## config.mk

```make
export PLATFORM = sky130hd
export DESIGN_NAME = port_io_exec
export DESIGN_NICKNAME = d
export VERILOG_FILES = /design/src/design/port_io_pkg.sv /design/src/design/port_io_exec.sv /design/src/design/tstate_timer.sv
export SDC_FILE = /design/constraint.sdc
export NUM_CORES = 1
export LEC_CHECK = 0
export ABC_CLOCK_PERIOD_IN_PS = 3150
export CAP_MARGIN = 20
export CORE_MARGIN = 2
export CORE_UTILIZATION = 62
export CTS_CLUSTER_SIZE = 40
export DETAILED_ROUTE_END_ITERATION = 12
export DONT_BUFFER_PORTS = 1
export GPL_TIMING_DRIVEN = 0
export PLACE_DENSITY = 0.86
export REMOVE_ABC_BUFFERS = 1
export SLEW_MARGIN = 5
export SYNTH_ARGS = -nofsm -noshare
export SYNTH_HDL_FRONTEND = slang
export SYNTH_SLANG_ARGS = --single-unit
```

## constraint.sdc

```tcl
create_clock -name CLOCK -period 3.15 [get_ports CLOCK]
set_input_delay 0.4725 -clock CLOCK [delete_from_list [all_inputs] [get_ports CLOCK]]
set_output_delay 0.4725 -clock CLOCK [all_outputs]
set_load 0.01 [all_outputs]
```

## src/design/port_io_pkg.sv

```systemverilog
// Constants, opcodes, T-state lengths and state types for the port I/O executor.
// Assumes one T state per CLOCK edge and an external decoder that hands over two bytes.
// Behaviour
// - Register-port transfers put port register on A0-A7, counter on A8-A15.
// - in_inc_step reads port byte, stores at pointer_pair, counter-1, pointer_pair+1.
// - Single-step block input takes four machine cycles: 4, 5, 3, 4 T.
// - Block input sets Z if counter-1 is zero, sets N, keeps C.
// - ED B2 is in_inc_repeat and ED BA is in_dec_repeat.
// - ED AA is in_dec_step and ED A3 is out_inc_step.
// - Repeat loops while counter non-zero, else stops; subtracts two from program_counter only on interrupt.
// - Repeat input recognises interrupts and does two refresh cycles after each byte that leaves the counter non-zero.
// - A zero counter at repeat start moves 256 bytes.
// - in_dec_step stores port byte at pointer_pair, then decrements counter and pointer.
// - in_dec_repeat decrements pointer and counter per byte, then tests counter.
// - Immediate output drives operand on A0-A7, accumulator on A8-A15 and data.
// - Immediate output is D3 plus operand, 11 T as 4, 3, 4.
// - Register output field 000-101 picks B,C,D,E,H,L; 111 picks accumulator.
// - Register output takes 12 T as 4, 4, 4 and keeps all flags.
// - out_inc_step sends memory byte at pointer_pair to port, counter-1, pointer+1.
// - out_inc_step decrements counter before the port cycle, shown on A8-A15.

package port_io_pkg;

  localparam int          CLK_PERIOD_NS = 100;
  localparam logic [7:0]  OPC_PREFIX    = 8'h00ED;
  localparam logic [7:0]  OPC_IN_INC_S  = 8'h00A2;
  localparam logic [7:0]  OPC_IN_DEC_S  = 8'h00AA;
  localparam logic [7:0]  OPC_IN_INC_R  = 8'h00B2;
  localparam logic [7:0]  OPC_IN_DEC_R  = 8'h00BA;
  localparam logic [7:0]  OPC_OUT_INC_S = 8'h00A3;
  localparam logic [7:0]  OPC_OUT_IMM   = 8'h00D3;
  localparam logic [7:0]  OPC_REG_MASK  = 8'h00C7;
  localparam logic [7:0]  OPC_OUT_REG   = 8'h0041;
  localparam int          OPC_DEC_BIT   = 3;
  localparam int          OPC_REP_BIT   = 4;
  localparam logic [2:0]  SEL_B         = 3'h0;
  localparam logic [2:0]  SEL_C         = 3'h1;
  localparam logic [2:0]  SEL_D         = 3'h2;
  localparam logic [2:0]  SEL_E         = 3'h3;
  localparam logic [2:0]  SEL_H         = 3'h4;
  localparam logic [2:0]  SEL_L         = 3'h5;
  localparam logic [2:0]  SEL_A         = 3'h7;
  localparam int          FLAG_C        = 0;
  localparam int          FLAG_N        = 1;
  localparam int          FLAG_Z        = 6;
  localparam logic [2:0]  LEN_FETCH     = 3'h4;
  localparam logic [2:0]  LEN_FETCH_BLK = 3'h5;
  localparam logic [2:0]  LEN_OPERAND   = 3'h3;
  localparam logic [2:0]  LEN_FETCH_REG = 3'h4;
  localparam logic [2:0]  LEN_IO_READ   = 3'h3;
  localparam logic [2:0]  LEN_MEM_WRITE = 3'h4;
  localparam logic [2:0]  LEN_MEM_READ  = 3'h3;
  localparam logic [2:0]  LEN_IO_WRITE  = 3'h4;
  localparam logic [2:0]  LEN_REFRESH   = 3'h5;
  localparam logic [2:0]  RFSH_POS_A    = 3'h4;
  localparam logic [2:0]  RFSH_POS_B    = 3'h2;
  localparam int          TOT_IN_BLOCK  = 16;
  localparam int          TOT_OUT_IMM   = 11;
  localparam int          TOT_OUT_REG   = 12;
  localparam logic [7:0]  RST_BYTE      = 8'h0000;
  localparam logic [15:0] RST_WORD      = 16'h0000;
  localparam logic [15:0] PROG_REWIND   = 16'h0002;

  typedef enum logic [2:0] {
    ST_IDLE      = 3'b000,
    ST_FETCH1    = 3'b001,
    ST_FETCH2    = 3'b010,
    ST_IO_READ   = 3'b011,
    ST_MEM_WRITE = 3'b100,
    ST_MEM_READ  = 3'b101,
    ST_IO_WRITE  = 3'b110,
    ST_REFRESH   = 3'b111
  } state_t;

  typedef enum logic [1:0] {
    CLS_IN_BLOCK = 2'b00,
    CLS_OUT_INC  = 2'b01,
    CLS_OUT_IMM  = 2'b10,
    CLS_OUT_REG  = 2'b11
  } class_t;

endpackage : port_io_pkg

```

## src/design/port_io_exec.sv

```systemverilog
// Executor for the port input/output instructions of a byte-wide CPU.
// Assumes the opcode bytes and register values arrive with START; one T state per clock.
`timescale 1ns/1ns
`default_nettype none

module port_io_exec (
  input  wire logic        CLOCK,
  input  wire logic        RSTN,
  input  wire logic        START,
  input  wire logic [7:0]  OP_BYTE0,
  input  wire logic [7:0]  OP_BYTE1,
  input  wire logic [7:0]  IN_A,
  input  wire logic [7:0]  IN_B,
  input  wire logic [7:0]  IN_C,
  input  wire logic [7:0]  IN_D,
  input  wire logic [7:0]  IN_E,
  input  wire logic [15:0] IN_POINTER_PAIR,
  input  wire logic [7:0]  IN_FLAGS,
  input  wire logic [15:0] IN_PROGRAM_COUNTER,
  input  wire logic        INT_PENDING,
  input  wire logic [7:0]  DATA_IN,
  output logic             BUSY,
  output logic             DONE,
  output logic             ILLEGAL,
  output logic             INT_TAKEN,
  output logic [7:0]       OUT_B,
  output logic [15:0]      OUT_POINTER_PAIR,
  output logic [7:0]       OUT_FLAGS,
  output logic [15:0]      OUT_PROGRAM_COUNTER,
  output logic [15:0]      ADDR,
  output logic [7:0]       DATA_OUT,
  output logic             DATA_OE,
  output logic             MREQ_N,
  output logic             IORQ_N,
  output logic             RD_N,
  output logic             WR_N,
  output logic             RFSH_N
);

  ////////////////////////////////////////////////////////////////////////////////
  // State

  port_io_pkg::state_t state_reg, state_next;
  port_io_pkg::class_t cls_reg, cls_next;
  logic        dec_reg, dec_next;
  logic        rep_reg, rep_next;
  logic [7:0]  a_reg, a_next;
  logic [7:0]  b_reg, b_next;
  logic [7:0]  port_reg, port_next;
  logic [7:0]  data_reg, data_next;
  logic [7:0]  f_reg, f_next;
  logic [15:0] pointer_pair_reg, pointer_pair_next;
  logic [15:0] program_counter_reg, program_counter_next;
  logic        done_reg, done_next;
  logic        ill_reg, ill_next;
  logic        int_reg, int_next;
  logic [15:0] addr_reg, addr_next;
  logic [7:0]  dout_reg, dout_next;
  logic        oe_reg, oe_next;
  logic [7:0]  cnt_reg, cnt_next;
  logic [2:0]  t_len;
  logic [2:0]  t_count;
  logic        t_last;
  logic [7:0]  sel_byte;

  tstate_timer #(
    .W(3)
  ) u_timer (
    .clock (CLOCK),
    .rstn  (RSTN),
    .load  (state_next != state_reg),
    .len   (t_len),
    .count (t_count),
    .last  (t_last)
  );

  ////////////////////////////////////////////////////////////////////////////////
  // Source register for register-port output

  always_comb
  begin
    case (OP_BYTE1[5:3])
      port_io_pkg::SEL_B: sel_byte = IN_B;
      port_io_pkg::SEL_C: sel_byte = IN_C;
      port_io_pkg::SEL_D: sel_byte = IN_D;
      port_io_pkg::SEL_E: sel_byte = IN_E;
      port_io_pkg::SEL_H: sel_byte = IN_POINTER_PAIR[15:8];
      port_io_pkg::SEL_L: sel_byte = IN_POINTER_PAIR[7:0];
      port_io_pkg::SEL_A: sel_byte = IN_A;
      default:            sel_byte = port_io_pkg::RST_BYTE;
    endcase
  end

  ////////////////////////////////////////////////////////////////////////////////
  // Sequencer and datapath

  always_comb
  begin
    state_next           = state_reg;
    cls_next             = cls_reg;
    dec_next             = dec_reg;
    rep_next             = rep_reg;
    a_next               = a_reg;
    b_next               = b_reg;
    port_next            = port_reg;
    data_next            = data_reg;
    f_next               = f_reg;
    pointer_pair_next    = pointer_pair_reg;
    program_counter_next = program_counter_reg;
    done_next            = 1'b0;
    ill_next             = 1'b0;
    int_next             = 1'b0;
    case (state_reg)
      port_io_pkg::ST_IDLE:
        if (START)
        begin
          a_next               = IN_A;
          b_next               = IN_B;
          port_next            = IN_C;
          f_next               = IN_FLAGS;
          pointer_pair_next    = IN_POINTER_PAIR;
          program_counter_next = IN_PROGRAM_COUNTER;
          dec_next             = OP_BYTE1[port_io_pkg::OPC_DEC_BIT];
          rep_next             = OP_BYTE1[port_io_pkg::OPC_REP_BIT];
          state_next           = port_io_pkg::ST_FETCH1;
          if (OP_BYTE0 == port_io_pkg::OPC_OUT_IMM)
          begin
            cls_next  = port_io_pkg::CLS_OUT_IMM;
            port_next = OP_BYTE1;
            data_next = IN_A;
          end
          else if (OP_BYTE0 != port_io_pkg::OPC_PREFIX)
          begin
            ill_next   = 1'b1;
            state_next = port_io_pkg::ST_IDLE;
          end
          else if (OP_BYTE1 == port_io_pkg::OPC_IN_INC_S ||
                   OP_BYTE1 == port_io_pkg::OPC_IN_DEC_S ||
                   OP_BYTE1 == port_io_pkg::OPC_IN_INC_R ||
                   OP_BYTE1 == port_io_pkg::OPC_IN_DEC_R)
            cls_next = port_io_pkg::CLS_IN_BLOCK;
          else if (OP_BYTE1 == port_io_pkg::OPC_OUT_INC_S)
          begin
            cls_next = port_io_pkg::CLS_OUT_INC;
            dec_next = 1'b0;
            rep_next = 1'b0;
          end
          else if ((OP_BYTE1 & port_io_pkg::OPC_REG_MASK) == port_io_pkg::OPC_OUT_REG &&
                   OP_BYTE1[5:3] != 3'h6)
          begin
            cls_next  = port_io_pkg::CLS_OUT_REG;
            data_next = sel_byte;
          end
          else
          begin
            ill_next   = 1'b1;
            state_next = port_io_pkg::ST_IDLE;
          end
        end
      port_io_pkg::ST_FETCH1:
        if (t_last)
          state_next = port_io_pkg::ST_FETCH2;
      port_io_pkg::ST_FETCH2:
        if (t_last)
          case (cls_reg)
            port_io_pkg::CLS_IN_BLOCK: state_next = port_io_pkg::ST_IO_READ;
            port_io_pkg::CLS_OUT_INC:  state_next = port_io_pkg::ST_MEM_READ;
            default:                   state_next = port_io_pkg::ST_IO_WRITE;
          endcase
      port_io_pkg::ST_IO_READ:
        if (t_last)
        begin
          data_next  = DATA_IN;
          state_next = port_io_pkg::ST_MEM_WRITE;
        end
      port_io_pkg::ST_MEM_WRITE:
        if (t_last)
        begin
          b_next = b_reg - 8'h0001;
          if (dec_reg)
            pointer_pair_next = pointer_pair_reg - 16'h0001;
          else
            pointer_pair_next = pointer_pair_reg + 16'h0001;
          f_next[port_io_pkg::FLAG_Z] = (b_next == port_io_pkg::RST_BYTE);
          f_next[port_io_pkg::FLAG_N] = 1'b1;
          if (rep_reg && b_next != port_io_pkg::RST_BYTE)
            state_next = port_io_pkg::ST_REFRESH;
          else
          begin
            state_next = port_io_pkg::ST_IDLE;
            done_next  = 1'b1;
          end
        end
      port_io_pkg::ST_MEM_READ:
        if (t_last)
        begin
          data_next  = DATA_IN;
          b_next     = b_reg - 8'h0001;
          state_next = port_io_pkg::ST_IO_WRITE;
        end
      port_io_pkg::ST_IO_WRITE:
        if (t_last)
        begin
          if (cls_reg == port_io_pkg::CLS_OUT_INC)
          begin
            pointer_pair_next = pointer_pair_reg + 16'h0001;
            f_next[port_io_pkg::FLAG_Z] = (b_reg == port_io_pkg::RST_BYTE);
            f_next[port_io_pkg::FLAG_N] = 1'b1;
          end
          state_next = port_io_pkg::ST_IDLE;
          done_next  = 1'b1;
        end
      port_io_pkg::ST_REFRESH:
        if (t_last)
        begin
          if (INT_PENDING)
          begin
            program_counter_next = program_counter_reg - port_io_pkg::PROG_REWIND;
            int_next             = 1'b1;
            done_next            = 1'b1;
            state_next           = port_io_pkg::ST_IDLE;
          end
          else
            state_next = port_io_pkg::ST_FETCH1;
        end
      default:
        state_next = port_io_pkg::ST_IDLE;
    endcase
  end

  ////////////////////////////////////////////////////////////////////////////////
  // Machine cycle lengths and registered bus values

  always_comb
  begin
    case (state_next)
      port_io_pkg::ST_FETCH2:
        case (cls_next)
          port_io_pkg::CLS_OUT_IMM: t_len = port_io_pkg::LEN_OPERAND;
          port_io_pkg::CLS_OUT_REG: t_len = port_io_pkg::LEN_FETCH_REG;
          default:                  t_len = port_io_pkg::LEN_FETCH_BLK;
        endcase
      port_io_pkg::ST_IO_READ:   t_len = port_io_pkg::LEN_IO_READ;
      port_io_pkg::ST_MEM_WRITE: t_len = port_io_pkg::LEN_MEM_WRITE;
      port_io_pkg::ST_MEM_READ:  t_len = port_io_pkg::LEN_MEM_READ;
      port_io_pkg::ST_IO_WRITE:  t_len = port_io_pkg::LEN_IO_WRITE;
      port_io_pkg::ST_REFRESH:   t_len = port_io_pkg::LEN_REFRESH;
      default:                   t_len = port_io_pkg::LEN_FETCH;
    endcase
    addr_next = port_io_pkg::RST_WORD;
    dout_next = port_io_pkg::RST_BYTE;
    oe_next   = 1'b0;
    case (state_next)
      port_io_pkg::ST_IO_READ:
        addr_next = {b_next, port_next};
      port_io_pkg::ST_IO_WRITE:
      begin
        if (cls_next == port_io_pkg::CLS_OUT_IMM)
          addr_next = {a_next, port_next};
        else
          addr_next = {b_next, port_next};
        dout_next = data_next;
        oe_next   = 1'b1;
      end
      port_io_pkg::ST_MEM_WRITE:
      begin
        addr_next = pointer_pair_next;
        dout_next = data_next;
        oe_next   = 1'b1;
      end
      port_io_pkg::ST_MEM_READ:
        addr_next = pointer_pair_next;
      default:
        addr_next = port_io_pkg::RST_WORD;
    endcase
    cnt_next = (state_reg == port_io_pkg::ST_IDLE || state_reg == port_io_pkg::ST_REFRESH) ?
               8'h0001 : cnt_reg + 8'h0001;
  end

  always_ff @(posedge CLOCK or negedge RSTN)
  begin
    if (!RSTN)
    begin
      state_reg           <= port_io_pkg::ST_IDLE;
      cls_reg             <= port_io_pkg::CLS_IN_BLOCK;
      dec_reg             <= 1'b0;
      rep_reg             <= 1'b0;
      a_reg               <= port_io_pkg::RST_BYTE;
      b_reg               <= port_io_pkg::RST_BYTE;
      port_reg            <= port_io_pkg::RST_BYTE;
      data_reg            <= port_io_pkg::RST_BYTE;
      f_reg               <= port_io_pkg::RST_BYTE;
      pointer_pair_reg    <= port_io_pkg::RST_WORD;
      program_counter_reg <= port_io_pkg::RST_WORD;
      done_reg            <= 1'b0;
      ill_reg             <= 1'b0;
      int_reg             <= 1'b0;
      addr_reg            <= port_io_pkg::RST_WORD;
      dout_reg            <= port_io_pkg::RST_BYTE;
      oe_reg              <= 1'b0;
      cnt_reg             <= port_io_pkg::RST_BYTE;
    end
    else
    begin
      state_reg           <= state_next;
      cls_reg             <= cls_next;
      dec_reg             <= dec_next;
      rep_reg             <= rep_next;
      a_reg               <= a_next;
      b_reg               <= b_next;
      port_reg            <= port_next;
      data_reg            <= data_next;
      f_reg               <= f_next;
      pointer_pair_reg    <= pointer_pair_next;
      program_counter_reg <= program_counter_next;
      done_reg            <= done_next;
      ill_reg             <= ill_next;
      int_reg             <= int_next;
      addr_reg            <= addr_next;
      dout_reg            <= dout_next;
      oe_reg              <= oe_next;
      cnt_reg             <= cnt_next;
    end
  end

  ////////////////////////////////////////////////////////////////////////////////
  // Outputs

  assign BUSY                = (state_reg != port_io_pkg::ST_IDLE);
  assign DONE                = done_reg;
  assign ILLEGAL             = ill_reg;
  assign INT_TAKEN           = int_reg;
  assign OUT_B               = b_reg;
  assign OUT_POINTER_PAIR    = pointer_pair_reg;
  assign OUT_FLAGS           = f_reg;
  assign OUT_PROGRAM_COUNTER = program_counter_reg;
  assign ADDR                = addr_reg;
  assign DATA_OUT            = dout_reg;
  assign DATA_OE             = oe_reg;
  assign IORQ_N = !(state_reg == port_io_pkg::ST_IO_READ || state_reg == port_io_pkg::ST_IO_WRITE);
  assign RD_N   = !(state_reg == port_io_pkg::ST_IO_READ || state_reg == port_io_pkg::ST_MEM_READ);
  assign WR_N   = !(state_reg == port_io_pkg::ST_IO_WRITE || state_reg == port_io_pkg::ST_MEM_WRITE);
  // Two refresh strobes per repeated byte
  assign RFSH_N = !(state_reg == port_io_pkg::ST_REFRESH &&
                    (t_count == port_io_pkg::RFSH_POS_A || t_count == port_io_pkg::RFSH_POS_B));
  assign MREQ_N = !(state_reg == port_io_pkg::ST_MEM_READ ||
                    state_reg == port_io_pkg::ST_MEM_WRITE || !RFSH_N);

  logic ending;
  assign ending = BUSY && state_next == port_io_pkg::ST_IDLE &&
                  state_reg != port_io_pkg::ST_REFRESH;
endmodule : port_io_exec

`default_nettype wire

```

## src/design/tstate_timer.sv

```systemverilog
// Down-counter that times the T states of one machine cycle.
// Assumes load is asserted in the cycle before a new machine cycle begins.
`timescale 1ns/1ns
`default_nettype none

module tstate_timer #(
  parameter int W = 3
) (
  input  wire logic         clock,
  input  wire logic         rstn,
  input  wire logic         load,
  input  wire logic [W-1:0] len,
  output logic      [W-1:0] count,
  output logic              last
);

  logic [W-1:0] count_reg;
  logic [W-1:0] count_next;

  if (W < 3)
  begin : g_check
    $error("tstate_timer needs at least 3 bits");
  end

  always_comb
  begin
    if (load)
      count_next = len;
    else if (count_reg != '0)
      count_next = count_reg - W'(1);
    else
      count_next = count_reg;
  end

  always_ff @(posedge clock or negedge rstn)
  begin
    if (!rstn)
      count_reg <= '0;
    else
      count_reg <= count_next;
  end

  assign count = count_reg;
  assign last  = (count_reg == W'(1));

endmodule : tstate_timer

`default_nettype wire

```

==> results.tsv <==
stage	metric	value	unit
timing	finalMaxSlewViolations	0	
global_route	grt_max_degree	111	
worst_setup_path	cp-start-kind	flip-flop	
synthesis	synthTopCellsByArea	dfrtp_1 (39%), nand2_1 (6.2%), o21ai_0 (4.8%), nor2_1 (3.8%), a21oi_1 (3.4%)	
route	detail_route.first_pass.iterations	7	
route	highest_layer	met4	
floorplanning	start_util	63.0	%
place	dp_slack	-1.01	ns
timing	max_freq	321	MHz
timing	worst_pin_slew	0.942	ns
timing	setup_violations	0	
timing	fin_worst_skew	0.0107	ns
power_and_ir_drop	powerDensity	1000	mW/mm2
synthesis	synth.top_cell.area_share	38.8	%
floorplanning	row_count	39	
synthesis	synth_cells	838	
worst_setup_path	crit_arrival	3.39	ns
final_layout	layout.nets	925	
route	routedLengthMet1	8820	um
power_and_ir_drop	ir_drop	0.507	mV
floorplanning	die_area	0.0123	mm2
global_route	first_global_vias	6852	
min_path	worstHoldPathType	in2async	
timing	fin_crit_sh	99.0	%
synthesis	synth.avg_cell_area	8.47	um2
final_layout	drive_gt1_share	10.5	%
final_layout	diodes	0	
final_layout	fillers	917	
synthesis	synth_cell_types	83	
route	wirelength	24600	um
worst_setup_path	critPathKind	reg2reg	
cts	cts_tree	done	
synthesis	synth-edff-count	0	
cts	htree_levels	3	
floorplanning	die_y	111	um
synthesis	synth_ff_type	dfrtp_1	
route	dr_wl_met3	2910	um
cts	cts-buffers-inserted	9	
cts	cts_buffer_depth	2	
worst_setup_path	crit_fanout	26	
floorplanning	dieWidth	111	um
cts	clkTransAtPathRegs	0.08	ns
timing	slew_headroom	37.2	%
cts	cts_root_buf	clkbuf_16	
timing	tns	0	ns
global_route	overflow	0	
cts	clock-sinks	110	
synthesis	async_reset_ff_share	100	%
timing	hold_viol	0	
route	vias_per_cell	7.27	
timing	setup_slack	0.0325	ns
synthesis	syn_area	0.00710	mm2
synthesis	synth_warnings	0	
route	wl_per_cell	25.7	um
global_route	grt_usage	39.1	%
floorplanning	boundaryPins	190	
final_layout	areaGrowthSynthToFinish	6.89	%
outcome	status	complete, no violations	
synthesis	yosysTopAreaCell	dfrtp_1	
job	max_cap_violations	0	
route	vias	6943	
power_and_ir_drop	p_leak	3.22	nW
synthesis	yosysSeqAreaShare	38.8	%
route	dr_wl_met2	11500	um
global_route	antenna_found_initial	0	
route	postRouteAntennaNets	0	
floorplanning	core-area	0.0113	mm2
global_route	grt_pass1_wl	37600	um
synthesis	ys_ff_latch	110	
route	drt_iter0_drc	842	
route	drc	0	
cts	insertion_delay	0.36	ns
place	portBuffers	0	
timing	period_minus_slack	3.12	ns
place	gp_congestion	0.949	
place	dp_hpwl	17500	um
worst_setup_path	cp-end-kind	flip-flop	
worst_setup_path	crit_required	3.42	ns
power_and_ir_drop	power	7.60	mW
[path summary, 6_finish.rpt]
| check | start | endpoint | slack, ns | depth (start not counted) |
|---|---|---|---|---|
| max | state_reg[0] | ADDR[9] | 0.03 | 7 |
| min | RSTN | port_reg[3] | 0.05 | 1 |
| max reg2reg | state_reg[0] | ADDR[9] | 0.03 | 7 |
| min reg2reg | a_reg[3] | a_reg[3] | 0.51 | 2 |
| max in group asynchronous | RSTN | OUT_B[0] | 2.65 | 1 |
| min in group CLOCK | IN_FLAGS[3] | OUT_FLAGS[3] | 0.21 | 2 |
[cell type report]
class                           count  area, um2  area share (%)
Clock buffer                       12        267            3.51
Sequential cell                   110       2760            36.4
Tap cell                          143        179            2.36
Timing Repair Buffer               13        121            1.60
Inverter                           41        154            2.03
Multi-Input combinational cell    632       4070            53.6
Clock inverter                      4       36.3           0.478
[routing by layer]
| metal | global-route usage [%] | vias up |
|---|---|---|
| met4 | 20.6 | 0 |
| met2 | 63.4 | 504 |
| met5 | 0 | - |
| met3 | 10.1 | 104 |
| met1 | 48.2 | 3328 |
| li1 | - | 3007 |
[worst max-delay path, cell delays in order, from the launching register on]
cell and delay, ns:
dfrtp_2 0.62, or4b_4 0.73, nor4_2 0.43, and4_1 0.27, a311o_1 0.20, o21ai_0 0.12, o22a_2 0.37, o221ai_4 0.26
[synth_stat cells (6+ instances only)]
cell type	instances
nand2_1	118
dfrtp_1	110
nor2_1	71
o21ai_0	68
clkbuf_1	49
a21oi_1	48
inv_1	40
mux2i_1	22
nand3_1	22
nor2b_1	17
a31oi_1	16
nor3_1	16
a22oi_1	14
a22o_1	13
a221oi_1	10
ha_1	10
mux2_2	9
nand2b_1	9
and3_1	8
o221ai_2	8
a221o_1	7
nand3b_1	7
nand4_1	7
nor4_1	7
or3_1	7
and2_1	6
[where the power goes]
part | total [mW] | internal (mW) | switching (mW)
sequential | 3.06 | 2.01 | 1.05
clock | 1.17 | 0.613 | 0.558
combinational | 3.36 | 1.30 | 2.07
total | 7.60 | 3.92 | 3.67
[cell families after synthesis]
kind of cell / Yosys count / share of synthesized area, %
buffers and inverters: 97 / 5.46
XOR/XNOR: 6 / 0.740
AO/OA/AOI/OAI: 254 / 25.1
adder cells (fa/ha/maj): 10 / 1.76
AND/OR/NAND/NOR: 327 / 22.7
multiplexers: 34 / 5.48
flip-flops: 110 / 38.8
[what timing repair did]
action,4_1_cts,5_1_grt
gates resized for setup,21,8
gates cloned,0,1
pin swaps,1,4
setup buffers,2,3
hold buffers,1,0
endpoints found under the hold margin,110,0
endpoints found under the setup margin,45,12
[layout by cell type, fill, tap and decap left out, drive strengths merged, types with 5 or more instances in the layout]
master  instances
buf            13
o31ai           5
or3             8
o211a           5
clkbuf         12
o21ai          70
nand2b          9
nor4            7
dfrtp         110
nand3b          7
nand3          22
mux2i          22
a221o           7
a32oi           5
nor3           16
mux2            9
and2            8
nor2b          18
o211ai          5
nand4           7
a211oi          6
ha             10
a21oi          49
a221oi         10
and3            8
or4             5
a31oi          16
a22o           13
nand2         118
inv            42
nor2           71
a22oi          14
o221ai          9
[metrics by stage]
stage	utilization, %	instances	hold WS [ns]	cell area, um2
4_1_cts	66.8	951	0.0884	7530
5_1_grt	67.3	955	0.104	7590
3_5_place_dp	63.1	932	0.181	7110
2_1_floorplan	-	782	0.177	6870
6_report	67.3	955	0.0457	7590
3_3_place_gp	62.5	925	0.181	7050
Power figures use the tool's default switching activity.
